===== config.mk =====
export PLATFORM = sky130hd
export DESIGN_NAME = fbsm_comm_state_machine
export DESIGN_NICKNAME = d
export VERILOG_FILES = /design/src/fbsm_power_guard.sv /design/src/fbsm_comm_state_machine.sv
export SDC_FILE = /design/constraint.sdc
export NUM_CORES = 1
export LEC_CHECK = 0
export BUFFER_PORTS_ARGS = -buffer_cell sky130_fd_sc_hd__buf_2
export CAP_MARGIN = 20
export CELL_PAD_IN_SITES_DETAIL_PLACEMENT = 2
export CELL_PAD_IN_SITES_GLOBAL_PLACEMENT = 2
export CORE_MARGIN = 10
export CORE_UTILIZATION = 29
export DETAILED_ROUTE_END_ITERATION = 7
export PLACE_DENSITY_LB_ADDON = 0.1
export SKIP_LAST_GASP = 1
export SLEW_MARGIN = 40
export SYNTH_ARGS = -nofsm -noshare
export SYNTH_HDL_FRONTEND = slang
export SYNTH_HIERARCHICAL = 1
export SYNTH_SLANG_ARGS = --single-unit

===== constraint.sdc =====
create_clock -name core_clk -period 4.3 [get_ports core_clk]
set_input_delay 0.86 -clock core_clk [delete_from_list [all_inputs] [get_ports core_clk]]
set_output_delay 0.86 -clock core_clk [all_outputs]
set_load 0.01 [all_outputs]

===== src/fbsm_power_guard.sv =====
// package of shared constants and the power stage interlock module
`timescale 1ns/10ps
package fbsm_pkg;
   // requested and reported state codes, one-hot as the master writes them
   localparam logic [3:0] CODE_INIT = 4'h1;
   localparam logic [3:0] CODE_PREOP = 4'h2;
   localparam logic [3:0] CODE_SAFEOP = 4'h4;
   localparam logic [3:0] CODE_OP = 4'h8;
   localparam logic [3:0] STATUS_RESET = CODE_INIT;
   localparam logic ERROR_RESET = 1'b0;

   // communication states, ordered from lowest to highest
   typedef enum logic [1:0] {
      CS_INIT,
      CS_PREOP,
      CS_SAFEOP,
      CS_OP
   } fbsm_comm_t;

   // power stage states; code 7 is unused and therefore illegal
   typedef enum logic [2:0] {
      PS_NOT_READY,
      PS_SWITCH_ON_DISABLED,
      PS_READY,
      PS_SWITCHED_ON,
      PS_OP_ENABLED,
      PS_FAULT_REACTION,
      PS_FAULT
   } fbsm_power_t;

   // reported code of a communication state
   function automatic logic [3:0] fbsm_code(input fbsm_comm_t s);
      unique case (s)
         CS_INIT: fbsm_code = CODE_INIT;
         CS_PREOP: fbsm_code = CODE_PREOP;
         CS_SAFEOP: fbsm_code = CODE_SAFEOP;
         CS_OP: fbsm_code = CODE_OP;
      endcase
   endfunction : fbsm_code
endpackage : fbsm_pkg

////////////////////////////////////////////////////////////////////////////////
module fbsm_power_guard (
   // clock and reset
   input wire logic core_clk,
   input wire logic rst,
   // communication side
   input wire logic cmd_taken,
   input wire logic to_init,
   input wire fbsm_pkg::fbsm_comm_t comm_state,
   // power stage side
   input wire fbsm_pkg::fbsm_power_t power_state,
   output logic power_force_disable,
   output logic power_op_enable_allowed,
   output logic power_combo_illegal
);
   import fbsm_pkg::*;

   typedef struct packed {
      logic force_dis;
      logic allow;
      logic illegal;
   } fbsm_guard_t;

   fbsm_guard_t st;
   fbsm_guard_t next_st;

   // interlock terms, all registered so the power stage sees clean levels
   always_comb begin
      next_st = st;
      // a drop to init, or any command while enabled, shuts the stage off
      next_st.force_dis = to_init
         || (cmd_taken && power_state == PS_OP_ENABLED);
      next_st.allow = (comm_state == CS_OP);
      // disabled and fault states are legal everywhere and never flagged
      next_st.illegal = (power_state == PS_NOT_READY && comm_state != CS_INIT)
         || (comm_state == CS_INIT && (power_state == PS_READY
         || power_state == PS_SWITCHED_ON
         || power_state == PS_OP_ENABLED))
         || (power_state > PS_FAULT);
   end

   // state register
   always_ff @(posedge core_clk) begin
      if (rst) begin
         st <= '0;
      end else begin
         st <= next_st;
      end
   end

   assign power_force_disable = st.force_dis;
   assign power_op_enable_allowed = st.allow;
   assign power_combo_illegal = st.illegal;
endmodule : fbsm_power_guard


===== src/fbsm_comm_state_machine.sv =====
// communication state machine of the drive's fieldbus slave
`timescale 1ns/10ps
module fbsm_comm_state_machine (
   // clock and reset
   input wire logic core_clk,
   input wire logic rst,
   // state request from the control register write
   input wire logic req_valid,
   input wire logic [3:0] req_state,
   // state status and error flag
   output logic [3:0] status_state,
   output logic status_error,
   // traffic permissions
   output logic mailbox_enable,
   output logic pd_in_valid,
   output logic pd_out_apply,
   // power stage interlock
   input wire fbsm_pkg::fbsm_power_t power_state,
   output logic power_force_disable,
   output logic power_op_enable_allowed,
   output logic power_combo_illegal
);
   import fbsm_pkg::*;

   typedef struct packed {
      fbsm_comm_t comm;
      logic [3:0] status;
      logic err;
      logic mbx;
      logic pdin;
      logic pdout;
   } fbsm_state_t;

   fbsm_state_t st;
   fbsm_state_t next_st;
   fbsm_comm_t target;
   logic code_ok;
   logic move_up;
   logic move_ok;
   logic to_init;

   // decode the requested code; anything not one-hot is refused
   always_comb begin
      target = CS_INIT;
      code_ok = 1'b1;
      unique case (req_state)
         CODE_INIT: target = CS_INIT;
         CODE_PREOP: target = CS_PREOP;
         CODE_SAFEOP: target = CS_SAFEOP;
         CODE_OP: target = CS_OP;
         default: code_ok = 1'b0;
      endcase
   end

   // legality: up by exactly one, or any step down, or stay
   assign move_up = code_ok && (target > st.comm);
   assign move_ok = code_ok && (target <= st.comm
      || {1'b0, target} == {1'b0, st.comm} + 3'd1);
   assign to_init = req_valid && move_ok && target == CS_INIT
      && st.comm != CS_INIT;

   ////////////////////////////////////////////////////////////////////////////
   // next state; only a request moves the machine, never the power stage
   // a power fault therefore leaves the state as it is
   always_comb begin
      next_st = st;
      if (req_valid) begin
         if (move_ok) begin
            next_st.comm = target;
            next_st.err = 1'b0;
         end else begin
            // refused: old state kept, error stays until the next request
            next_st.err = 1'b1;
         end
      end
      next_st.status = fbsm_code(next_st.comm);
      // traffic permissions follow the state reached
      next_st.mbx = (next_st.comm != CS_INIT);
      next_st.pdin = (next_st.comm == CS_SAFEOP
         || next_st.comm == CS_OP);
      // outputs from the master are held off until operational
      next_st.pdout = (next_st.comm == CS_OP);
   end

   // state register
   always_ff @(posedge core_clk) begin
      if (rst) begin
         st.comm <= CS_INIT;
         st.status <= STATUS_RESET;
         st.err <= ERROR_RESET;
         st.mbx <= 1'b0;
         st.pdin <= 1'b0;
         st.pdout <= 1'b0;
      end else begin
         st <= next_st;
      end
   end

   assign status_state = st.status;
   assign status_error = st.err;
   assign mailbox_enable = st.mbx;
   assign pd_in_valid = st.pdin;
   assign pd_out_apply = st.pdout;

   ////////////////////////////////////////////////////////////////////////////
   // power stage interlock; it sees the request in the cycle it is taken
   fbsm_power_guard u_guard (
      .core_clk(core_clk),
      .rst(rst),
      .cmd_taken(req_valid),
      .to_init(to_init),
      .comm_state(st.comm),
      .power_state(power_state),
      .power_force_disable(power_force_disable),
      .power_op_enable_allowed(power_op_enable_allowed),
      .power_combo_illegal(power_combo_illegal)
   );
endmodule : fbsm_comm_state_machine


==> results.txt, run 1 <==
----------------------------------------------------
[Global route]
  Total global-route track usage ... 8.00%
  Initial antenna violation count ... 0
  Wire length of the first global-routing pass ... 2770 µm
  Largest net degree at the start of global routing ... 13
  Vias in the first global route ... 626
  GRT Residual Overflow ... 0

[Clocking]
  Clock tree from TritonCTS ... built
  Clock Tree Buf Depth ... 2
  Worst-path clk slew ... 0.07 ns
  Hold buffer count at CTS ... 0
  Clock Sink Count ... 11
  CTS root buffer ... clkbuf_4
  Worst skew pair latency ... approximately 0.27 ns
  Maximum level of the CTS H-tree ... 1
  Postcts setup bufs ... 0
  Number of gates resized after cts ... 0
  CTS Buf Count ... 3

[Finish]
  Post-route cell area ... 769 µm²
  Final layout net count ... around 110
  Fraction of layout instances using a drive strength above 1 ... 29.3%
  Area used by sequential logic in the layout ... 220 µm²
  Multi-input combinational cell area ... roughly 370 µm²
  Antenna fix cells ... 0
  Filler cell count in the final layout ... 258
  Non-filler instance count after layout ... roughly 120
  Area growth from synthesis to layout ... 20.4%

[Placed design]
  Number of I/O port buffers ... 20
  Last weighted congestion value of the routability-driven placer ... just under 0.7
  Post-place instance area ... 743 µm²
  Cell count after placement ... around 120

[Timing]
  Period Utilization, post-route ... 76.7%
  Number of endpoints failing setup at the final stage ... 0
  Final Hold Viols ... 0
  RSZ-0062 raised after global routing ... no
  Final critical path time including I/O delays and setup ... approximately 3.3 ns
  Worst setup skew after layout ... approximately 0.00055 ns
  Worst slew margin ... 63.2%
  Highest attainable clock frequency ... 0.303 GHz
  Total negative setup slack ... 0 ns
  Transition time at the pin with the least slew margin ... around 0.55 ns
  Max-slew violation count ... 0

[Synth]
  Cell type contributing the most total cell area after synthesis ... dfxtp_1
  Synth unique cells ... 32
  EDFF count, synth ... 0
  Cell Area, Synth ... between 600 and 700 µm²
  Most used flip-flop cell after synthesis ... dfxtp_1
  Number of synthesized register bits ... 11
  Most instantiated library cell after synthesis ... dfxtp_1
  Commonest cells post-synth ... dfxtp_1, nor2_1
  Most area-consuming cells after synthesis ... dfxtp_1, ha_1, nor2_1, buf_4, o311ai_4
  Post-synthesis net count ... 86
  Post-synth ARST share ... 0%
  Average cell area after synthesis ... 8.88 µm²
  Area fraction of the dominant cell type after synthesis ... about a third
  Gate count of the mapped netlist ... 72
  Total of warnings raised by yosys ... 6
  Sequential element share of the synthesized area ... 34.4%

[Drt]
  Detailed Routing Iterations Pass 1 ... 3
  Vias ... 596
  Drt first-iter violations ... 11
  Final routed wire length divided by cell count ... 14.0 µm
  Routed vias/inst ... 5.01
  Remaining routing DRC violations ... 0
  Final WL ... 1670 µm
  Post-detailed-route count of antenna-violating nets ... 0

[Worst hold path]
  Class of the tightest hold or removal check ... flop to flop
  Endpoint with the worst hold slack ... status_error
  Worst min-delay path startpoint ... status_error
  Instance count along the most critical hold path ... 1

[Setup path]
  Critical path, cell by cell ... buf_2 > or2_2 > nor2_1 > inv_1 > ha_1 > or3b_1 > nor4_1 > o311ai_4 > nor4_1 > a31oi_1 > nor2_1
  Kind of end point of the critical path ... flop
  Critical path's top delay family ... simple AND/OR/NAND/NOR gates
  Max Fanout on Critical Path ... 9
  Startpoint of the worst-slack reg-to-reg timing path ... pd_in_valid
  Worst reg-to-reg path cell count ... 8
  Worst reg-to-reg setup slack ... 1.78 ns
  Endpoint required time on the critical path ... 4.51 ns
  Crit Path Class ... primary input to flop
  Crit path DAT ... 3.50 ns
  Delay contributed by the slowest stage of the critical path ... 0.42 ns
  Combined buffer and inverter count along the critical path ... 2
  Slowest stage cell, crit path ... nor4_1
  Element type at the critical path start ... primary input
  Destination of the worst register-to-register timing path ... u_guard/power_force_disable

[Flow run]
  Max-capacitance violation count ... 0

[Floorplanning]
  Num rows ... 16
  Number of primary I/O pins ... 21
  Starting density of the core ... 31.6%
  Core area ... 2020 µm²
  Width of the chip ... 67.0 µm
  Die height ... 67.0 µm
  DIE AREA ... 4480 µm²

[Power]
  Pwr Density ... 278 nW/µm²
  Static leakage ... 0.339 nW
  Peak VDD IR ... 0.128 mV

[Status]
  Outcome ... finished clean

----------------------------------------------------
worst max-delay path by stage:
stage / end / cells after the start / slack, ns / from
after floorplan: mailbox_enable / 9 / 1.17 / req_state[2]
after global placement: u_guard/power_force_disable / 11 / 0.82 / req_state[2]
after detailed placement: u_guard/power_force_disable / 11 / 0.71 / req_state[2]
after CTS: u_guard/power_force_disable / 11 / 0.99 / req_state[2]
after global routing: u_guard/power_force_disable / 11 / 0.78 / req_state[2]
final: u_guard/power_force_disable / 11 / 1.00 / req_state[2]
layout make-up:
class | count | area share (%)
Clock buffer | 4 | 3.41
Inverter | 4 | 1.95
Multi-Input combinational cell | 53 | 48.6
Sequential cell | 11 | 28.6
Tap cell | 27 | 4.39
Timing Repair Buffer | 20 | 13.0
cells by family (layout without fill, tap and decap cells):
family          count (synthesis)  in the layout  synth area share (%)
simple gates                   29             29                  22.7
compound gates                 15             15                  20.7
flops                          11             11                  34.4
buf+inv                         8             28                  7.04
fa+ha+maj                       4              4                  7.83
xor+xnor                        3              3                  4.11
mux                             2              2                  3.13
state kept, by name (all words and copies together), names as in the netlist:
name,cells
status_state,4
mailbox_enable,1
pd_in_valid,1
st,1
status_error,1
u_guard/power_combo_illegal,1
u_guard/power_force_disable,1
u_guard/power_op_enable_allowed,1
through the flow:
| stage | util, % | setup WS, ns | power (W) | hold slack, ns |
|---|---|---|---|---|
| floorplan | - | 1.17 | 0.000132 | 0.538 |
| global placement | 36.8 | 0.825 | 0.000147 | 0.479 |
| detailed placement | 36.8 | 0.711 | 0.000148 | 0.487 |
| CTS | 38.1 | 0.986 | 0.000219 | 0.512 |
| global route | 38.1 | 0.780 | 0.000228 | 0.536 |
| finish | 38.1 | 1.00 | 0.000214 | 0.516 |
placed cells by master, fill, tap and decap left out, drive strengths merged, types with 2 or more instances in the layout:
cell type / instances
mux2i: 2
xnor2: 2
buf: 20
clkbuf: 4
inv: 4
ha: 4
nor2: 10
a21oi: 4
nand4: 3
dfxtp: 11
nor4: 3
nor3: 2
nand2: 4
layer usage:
metal	GRT usage, %	part of all wire, %	vias up
met5	0	0	-
met4	6.92	3.2	0
met3	2.51	5.2	4
met2	13.5	48	12
met1	7.72	43	281
li1	-	-	299
power breakdown:
group | internal, W | switching [W] | total, W
Sequential | 0.000105 | 0.00000150 | 0.000106
Combinational | 0.0000160 | 0.0000225 | 0.0000385
Clock | 0.0000359 | 0.0000335 | 0.0000694
Total | 0.000156 | 0.0000575 | 0.000214
(Power assumes the default switching activity.)
==> run 2: changes to the inputs <==
--- a/config.mk
+++ b/config.mk
@@ -10,7 +10,7 @@
 export CELL_PAD_IN_SITES_DETAIL_PLACEMENT = 2
 export CELL_PAD_IN_SITES_GLOBAL_PLACEMENT = 2
 export CORE_MARGIN = 10
-export CORE_UTILIZATION = 29
+export CORE_UTILIZATION = 24
 export DETAILED_ROUTE_END_ITERATION = 7
 export PLACE_DENSITY_LB_ADDON = 0.1
 export SKIP_LAST_GASP = 1
==> constraint.sdc (replaced) <==
create_clock -name core_clk -period 2.7 [get_ports core_clk]
set_input_delay 0.54 -clock core_clk [delete_from_list [all_inputs] [get_ports core_clk]]
set_output_delay 0.54 -clock core_clk [all_outputs]
set_load 0.01 [all_outputs]
==> results.txt, run 2 (synthesis results as in run 1) <==
----------------------------------------------------
[Timing]
  Final worst setup slack ... between 0.2 and 0.25 ns
  Max-slew violation count ... 0
  Highest attainable clock frequency ... 0.406 GHz
  Worst setup skew after layout ... 0.00575 ns
  Period Utilization, post-route ... 91.2%
  RSZ-0062 raised after global routing ... no
  Transition time at the pin with the least slew margin ... 0.370 ns
  Final critical path time including I/O delays and setup ... around 2.5 ns
  Final Hold Viols ... 0
  Number of endpoints failing setup at the final stage ... 0
  Worst slew margin ... 75.3%

[Floorplanning]
  DIE AREA ... 5130 µm²
  Die height ... 71.6 µm
  Starting density of the core ... 25.6%
  Number of primary I/O pins ... 21
  Core area ... 2500 µm²
  Num rows ... 18
  Width of the chip ... slightly above 70 µm

[Drt]
  Drt first-iter violations ... 16
  Remaining routing DRC violations ... 0
  Detailed Routing Iterations Pass 1 ... 3
  Final routed wire length divided by cell count ... 14.5 µm
  Final WL ... just under 2000 µm
  Vias ... 627
  Routed vias/inst ... 4.68
  Post-detailed-route count of antenna-violating nets ... 0

[Setup path]
  Worst reg-to-reg path cell count ... 8
  Max Fanout on Critical Path ... 6
  Crit Path Class ... primary input to flop
  Critical path's top delay family ... simple AND/OR/NAND/NOR gates
  Slowest stage cell, crit path ... or3b_1
  Startpoint of the worst-slack reg-to-reg timing path ... st[8]
  Endpoint required time on the critical path ... roughly 2.9 ns
  Element type at the critical path start ... primary input
  Crit path DAT ... approximately 2.6 ns
  Delay contributed by the slowest stage of the critical path ... 0.46 ns
  Cell with the most instances on the worst path ... nor2_1
  Destination of the worst register-to-register timing path ... st[8]
  Worst reg-to-reg setup slack ... 0.58 ns
  Kind of end point of the critical path ... flop
  Critical path, cell by cell ... buf_2 > or2_2 > nor2_1 > inv_1 > ha_1 > or3b_1 > nor4_4 > o311ai_4 > buf_4 > mux2i_1 > nor2_1
  Combined buffer and inverter count along the critical path ... 3

[Finish]
  Non-filler instance count after layout ... 134
  Filler cell count in the final layout ... 300
  Largest register FFs ... 4
  Antenna fix cells ... 0
  Fraction of layout instances using a drive strength above 1 ... 39.4%
  Area growth from synthesis to layout ... 37.6%
  Final layout net count ... 119
  Most frequent standard cell in the layout excluding fill and tap cells ... buf_2
  Utilization after layout ... 35.2%
  Leading cell types in the layout, fill and taps excluded ... buf_2, buf_4, dfxtp_1

[Clocking]
  Clock Tree Buf Depth ... 2
  Maximum level of the CTS H-tree ... 1
  CTS root buffer ... clkbuf_4
  Clock tree from TritonCTS ... built
  Worst-path clk slew ... 0.08 ns
  Hold buffer count at CTS ... 0
  Worst skew pair latency ... 0.28 ns
  Clock Sink Count ... 11
  CTS Buf Count ... 3

[Placed design]
  Number of I/O port buffers ... 20
  Place WS ... -0.135 ns
  Last weighted congestion value of the routability-driven placer ... 0.746
  Cell count after placement ... 130
  Sum of net half-perimeters after detailed placement ... ~1600 µm

[Global route]
  GRT Residual Overflow ... 0
  Wire length of the first global-routing pass ... 3410 µm
  Total global-route track usage ... 8.16%
  Vias in the first global route ... roughly 730
  Largest net degree at the start of global routing ... 10
  Initial antenna violation count ... 0

[Worst hold path]
  Endpoint with the worst hold slack ... u_guard/power_combo_illegal
  Worst min-delay path startpoint ... power_state[2]
  Instance count along the most critical hold path ... 2
  Class of the tightest hold or removal check ... primary input to flop

[Power]
  Pwr Density ... 413 nW/µm²
  Static leakage ... roughly 0.40 nW
  Peak VDD IR ... 0.216 mV

[Flow run]
  Max-capacitance violation count ... 0

[Status]
  Outcome ... finished clean

----------------------------------------------------
run 2: routing by layer:
layer	global-route usage [%]	up-vias	share of wire [%]
li1	-	322	-
met1	9.38	289	45
met2	13.3	12	48
met3	0.964	4	3.5
met4	6.45	0	3.6
met5	0	-	0
run 2: where the power goes:
part           switching [W]  internal (W)
Combinational      0.0000416     0.0000365
Clock              0.0000619     0.0000549
Sequential        0.00000165      0.000166
run 2: repair_timing:
action | in CTS | in global routing
resized for setup | 0 | 1
buffers inserted | 0 | 0
setup endpoints to repair | 0 | 1
run 2: how the worst max path moves through the flow:
stage            startpoint                          end  slack [ns]  cells after the start
3_5_place_dp   req_state[2]                        st[8]       -0.14                     11
3_3_place_gp   req_state[2]  u_guard/power_force_disable       -0.08                     11
2_1_floorplan  req_state[2]               mailbox_enable       0.004                      9
4_1_cts        req_state[2]                        st[8]        0.16                     11
6_report       req_state[2]                        st[8]        0.24                     11
5_1_grt        req_state[2]  u_guard/power_force_disable        0.05                     11
run 2: worst reg2reg max path, delay by kind of cell (launching register included):
family                     cells  cell delay, ns
AOI/OAI and AO/OA              1            0.15
muxes                          1            0.15
adders and majority gates      1            0.29
DFF                            1            0.48
and+or+nand+nor                3            0.68
buffers and inverters          2            0.25
run 2: layout make-up:
type / instances / area, µm² / area share (%)
multi-input combinational: 53 / 389 / 44.2
sequential: 11 / 220 / 25.0
timing repair buffer: 32 / 190 / 21.6
tap: 30 / 37.5 / 4.27
clock buffer: 3 / 22.5 / 2.56
inverter: 4 / 15.0 / 1.71
clock inverter: 1 / 5.00 / 0.569
run 2: metrics by stage:
| stage | setup TNS [ns] | cell area (µm²) | hold WS, ns | total power (W) |
|---|---|---|---|---|
| after floorplan | 0 | 646 | 0.538 | 0.000210 |
| after global placement | -0.316 | 843 | 0.481 | 0.000248 |
| after detailed placement | -0.699 | 843 | 0.496 | 0.000250 |
| after CTS | 0 | 871 | 0.479 | 0.000366 |
| after global routing | 0 | 880 | 0.498 | 0.000383 |
| final | 0 | 880 | 0.484 | 0.000363 |
==> run 3: changes to the inputs <==
--- a/config.mk
+++ b/config.mk
@@ -12,7 +12,7 @@
 export CORE_MARGIN = 10
 export CORE_UTILIZATION = 24
 export DETAILED_ROUTE_END_ITERATION = 7
-export PLACE_DENSITY_LB_ADDON = 0.1
+export PLACE_DENSITY = 0.69
 export SKIP_LAST_GASP = 1
 export SLEW_MARGIN = 40
 export SYNTH_ARGS = -nofsm -noshare
==> results.txt, run 3 (synthesis results as in run 1) <==
----------------------------------------------------
[Drt]
  Routed vias/inst ... around 4.8
  Vias ... 633
  Drt first-iter violations ... 22
  Post-detailed-route count of antenna-violating nets ... 0
  Final WL ... 1870 µm
  Detailed Routing Iterations Pass 1 ... 4
  Remaining routing DRC violations ... 0
  Final routed wire length divided by cell count ... 14.2 µm

[Clocking]
  Clock Tree Buf Depth ... 2
  Worst skew pair latency ... ~0.26 ns
  Worst-path clk slew ... 0.07 ns
  CTS Buf Count ... 3
  Clock Sink Count ... 11
  Hold buffer count at CTS ... 0
  Maximum level of the CTS H-tree ... 1
  Clock tree from TritonCTS ... built
  CTS root buffer ... clkbuf_4

[Timing]
  Number of endpoints failing setup at the final stage ... 0
  Max-slew violation count ... 0
  Worst setup skew after layout ... 0.00345 ns
  Final critical path time including I/O delays and setup ... 2.53 ns
  Transition time at the pin with the least slew margin ... about 0.51 ns
  Highest attainable clock frequency ... 0.396 GHz
  Worst slew margin ... 65.7%
  RSZ-0062 raised after global routing ... no
  Period Utilization, post-route ... 93.6%
  Final Hold Viols ... 0

[Floorplanning]
  Width of the chip ... a little over 70 µm
  Number of primary I/O pins ... 21
  Die height ... 71.6 µm
  Starting density of the core ... 25.6%
  Core area ... roughly 2500 µm²
  DIE AREA ... between 5000 and 6000 µm²
  Num rows ... 18

[Finish]
  Final layout net count ... 116
  Post-route cell area ... 862 µm²
  Leading cell types in the layout, fill and taps excluded ... buf_2, dfxtp_1, nor2_1
  Area growth from synthesis to layout ... 34.8%
  Multi-input combinational cell area ... between 300 and 400 µm²
  Fraction of layout instances using a drive strength above 1 ... a little under two fifths
  Most frequent standard cell in the layout excluding fill and tap cells ... buf_2
  Largest register FFs ... 4
  Utilization after layout ... roughly a third
  Filler cell count in the final layout ... just under 300
  Area used by sequential logic in the layout ... 220 µm²
  Antenna fix cells ... 0

[Setup path]
  Crit path DAT ... 2.69 ns
  Kind of end point of the critical path ... flop
  Element type at the critical path start ... primary input
  Crit Path Class ... primary input to flop
  Endpoint required time on the critical path ... 2.87 ns
  Max Fanout on Critical Path ... 9

[Placed design]
  Last weighted congestion value of the routability-driven placer ... between 0.8 and 0.9
  Post-place instance area ... 821 µm²
  Number of I/O port buffers ... 20
  Sum of net half-perimeters after detailed placement ... 1560 µm

[Global route]
  Vias in the first global route ... roughly 700
  Initial antenna violation count ... 0
  GRT Residual Overflow ... 0
  Total global-route track usage ... 7.80%
  Largest net degree at the start of global routing ... 13
  Wire length of the first global-routing pass ... 3250 µm

[Power]
  Pwr Density ... 412 nW/µm²
  PnR Total Power ... 0.000356 W
  Static leakage ... 0.386 nW
  Peak VDD IR ... approximately 0.18 mV

[Flow run]
  Max-capacitance violation count ... 0

[Status]
  Outcome ... finished clean

[Worst hold path]
  Class of the tightest hold or removal check ... flop to flop

----------------------------------------------------
==> run 3: cell count changes in the layout (fill, tap and decap cells not counted), sizes merged <==
cell    previous run  this run
buf               32        29
clkbuf             3         4
clkinv             1         0
==> run 3: metrics by stage <==
step / setup WS (ns) / std cells / hold slack [ns] / setup TNS (ns)
final: 0.172 / 131 / 0.499 / 0
after CTS: 0.0756 / 131 / 0.492 / 0
after floorplan: 0.00433 / 72 / 0.538 / 0
after global placement: -0.104 / 127 / 0.482 / -0.314
after detailed placement: -0.214 / 127 / 0.491 / -1.23
after global routing: 0.0322 / 131 / 0.511 / 0
==> run 3: timing repair <==
action	CTS	global route
buffers inserted	0	0
resized for setup	0	2
endpoints found under the setup margin	0	3
endpoints found under the hold margin	0	0
==> run 3: cell type report <==
cell class                      count  share of cell area, %
Multi-Input combinational cell     53                   45.9
Sequential cell                    11                   25.5
Timing Repair Buffer               29                   19.4
Tap cell                           30                   4.35
Clock buffer                        4                   3.05
Inverter                            4                   1.74
==> run 3: worst paths after layout <==
path / from / slack [ns] / to / cells past startpoint
min: status_error / 0.50 / status_error / 1
min reg2reg: status_error / 0.50 / status_error / 1
max: req_state[2] / 0.17 / mailbox_enable / 10
max reg2reg: st[8] / 0.43 / mailbox_enable / 7
==> run 3: power breakdown <==
group          switching, W   total, W  internal (W)
Combinational     0.0000414  0.0000758     0.0000344
Clock             0.0000544   0.000111     0.0000571
Sequential       0.00000182   0.000168      0.000166
==> run 3: metal layers <==
metal	global-route usage (%)	part of all wire, %	wire length (µm)
met5	0	0	0
met4	5.16	1.4	27
met3	1.38	5.5	102
met2	13.4	51	957
met1	8.52	42	777
==> run 3: worst max-delay path: stages <==
cell and delay (ns):
buf_2 0.10, or2_2 0.30, nor2_1 0.16, inv_1 0.07
ha_1 0.31, or3b_1 0.45, nor4_4 0.22, o311ai_4 0.19
mux2i_1 0.18, and2_1 0.18
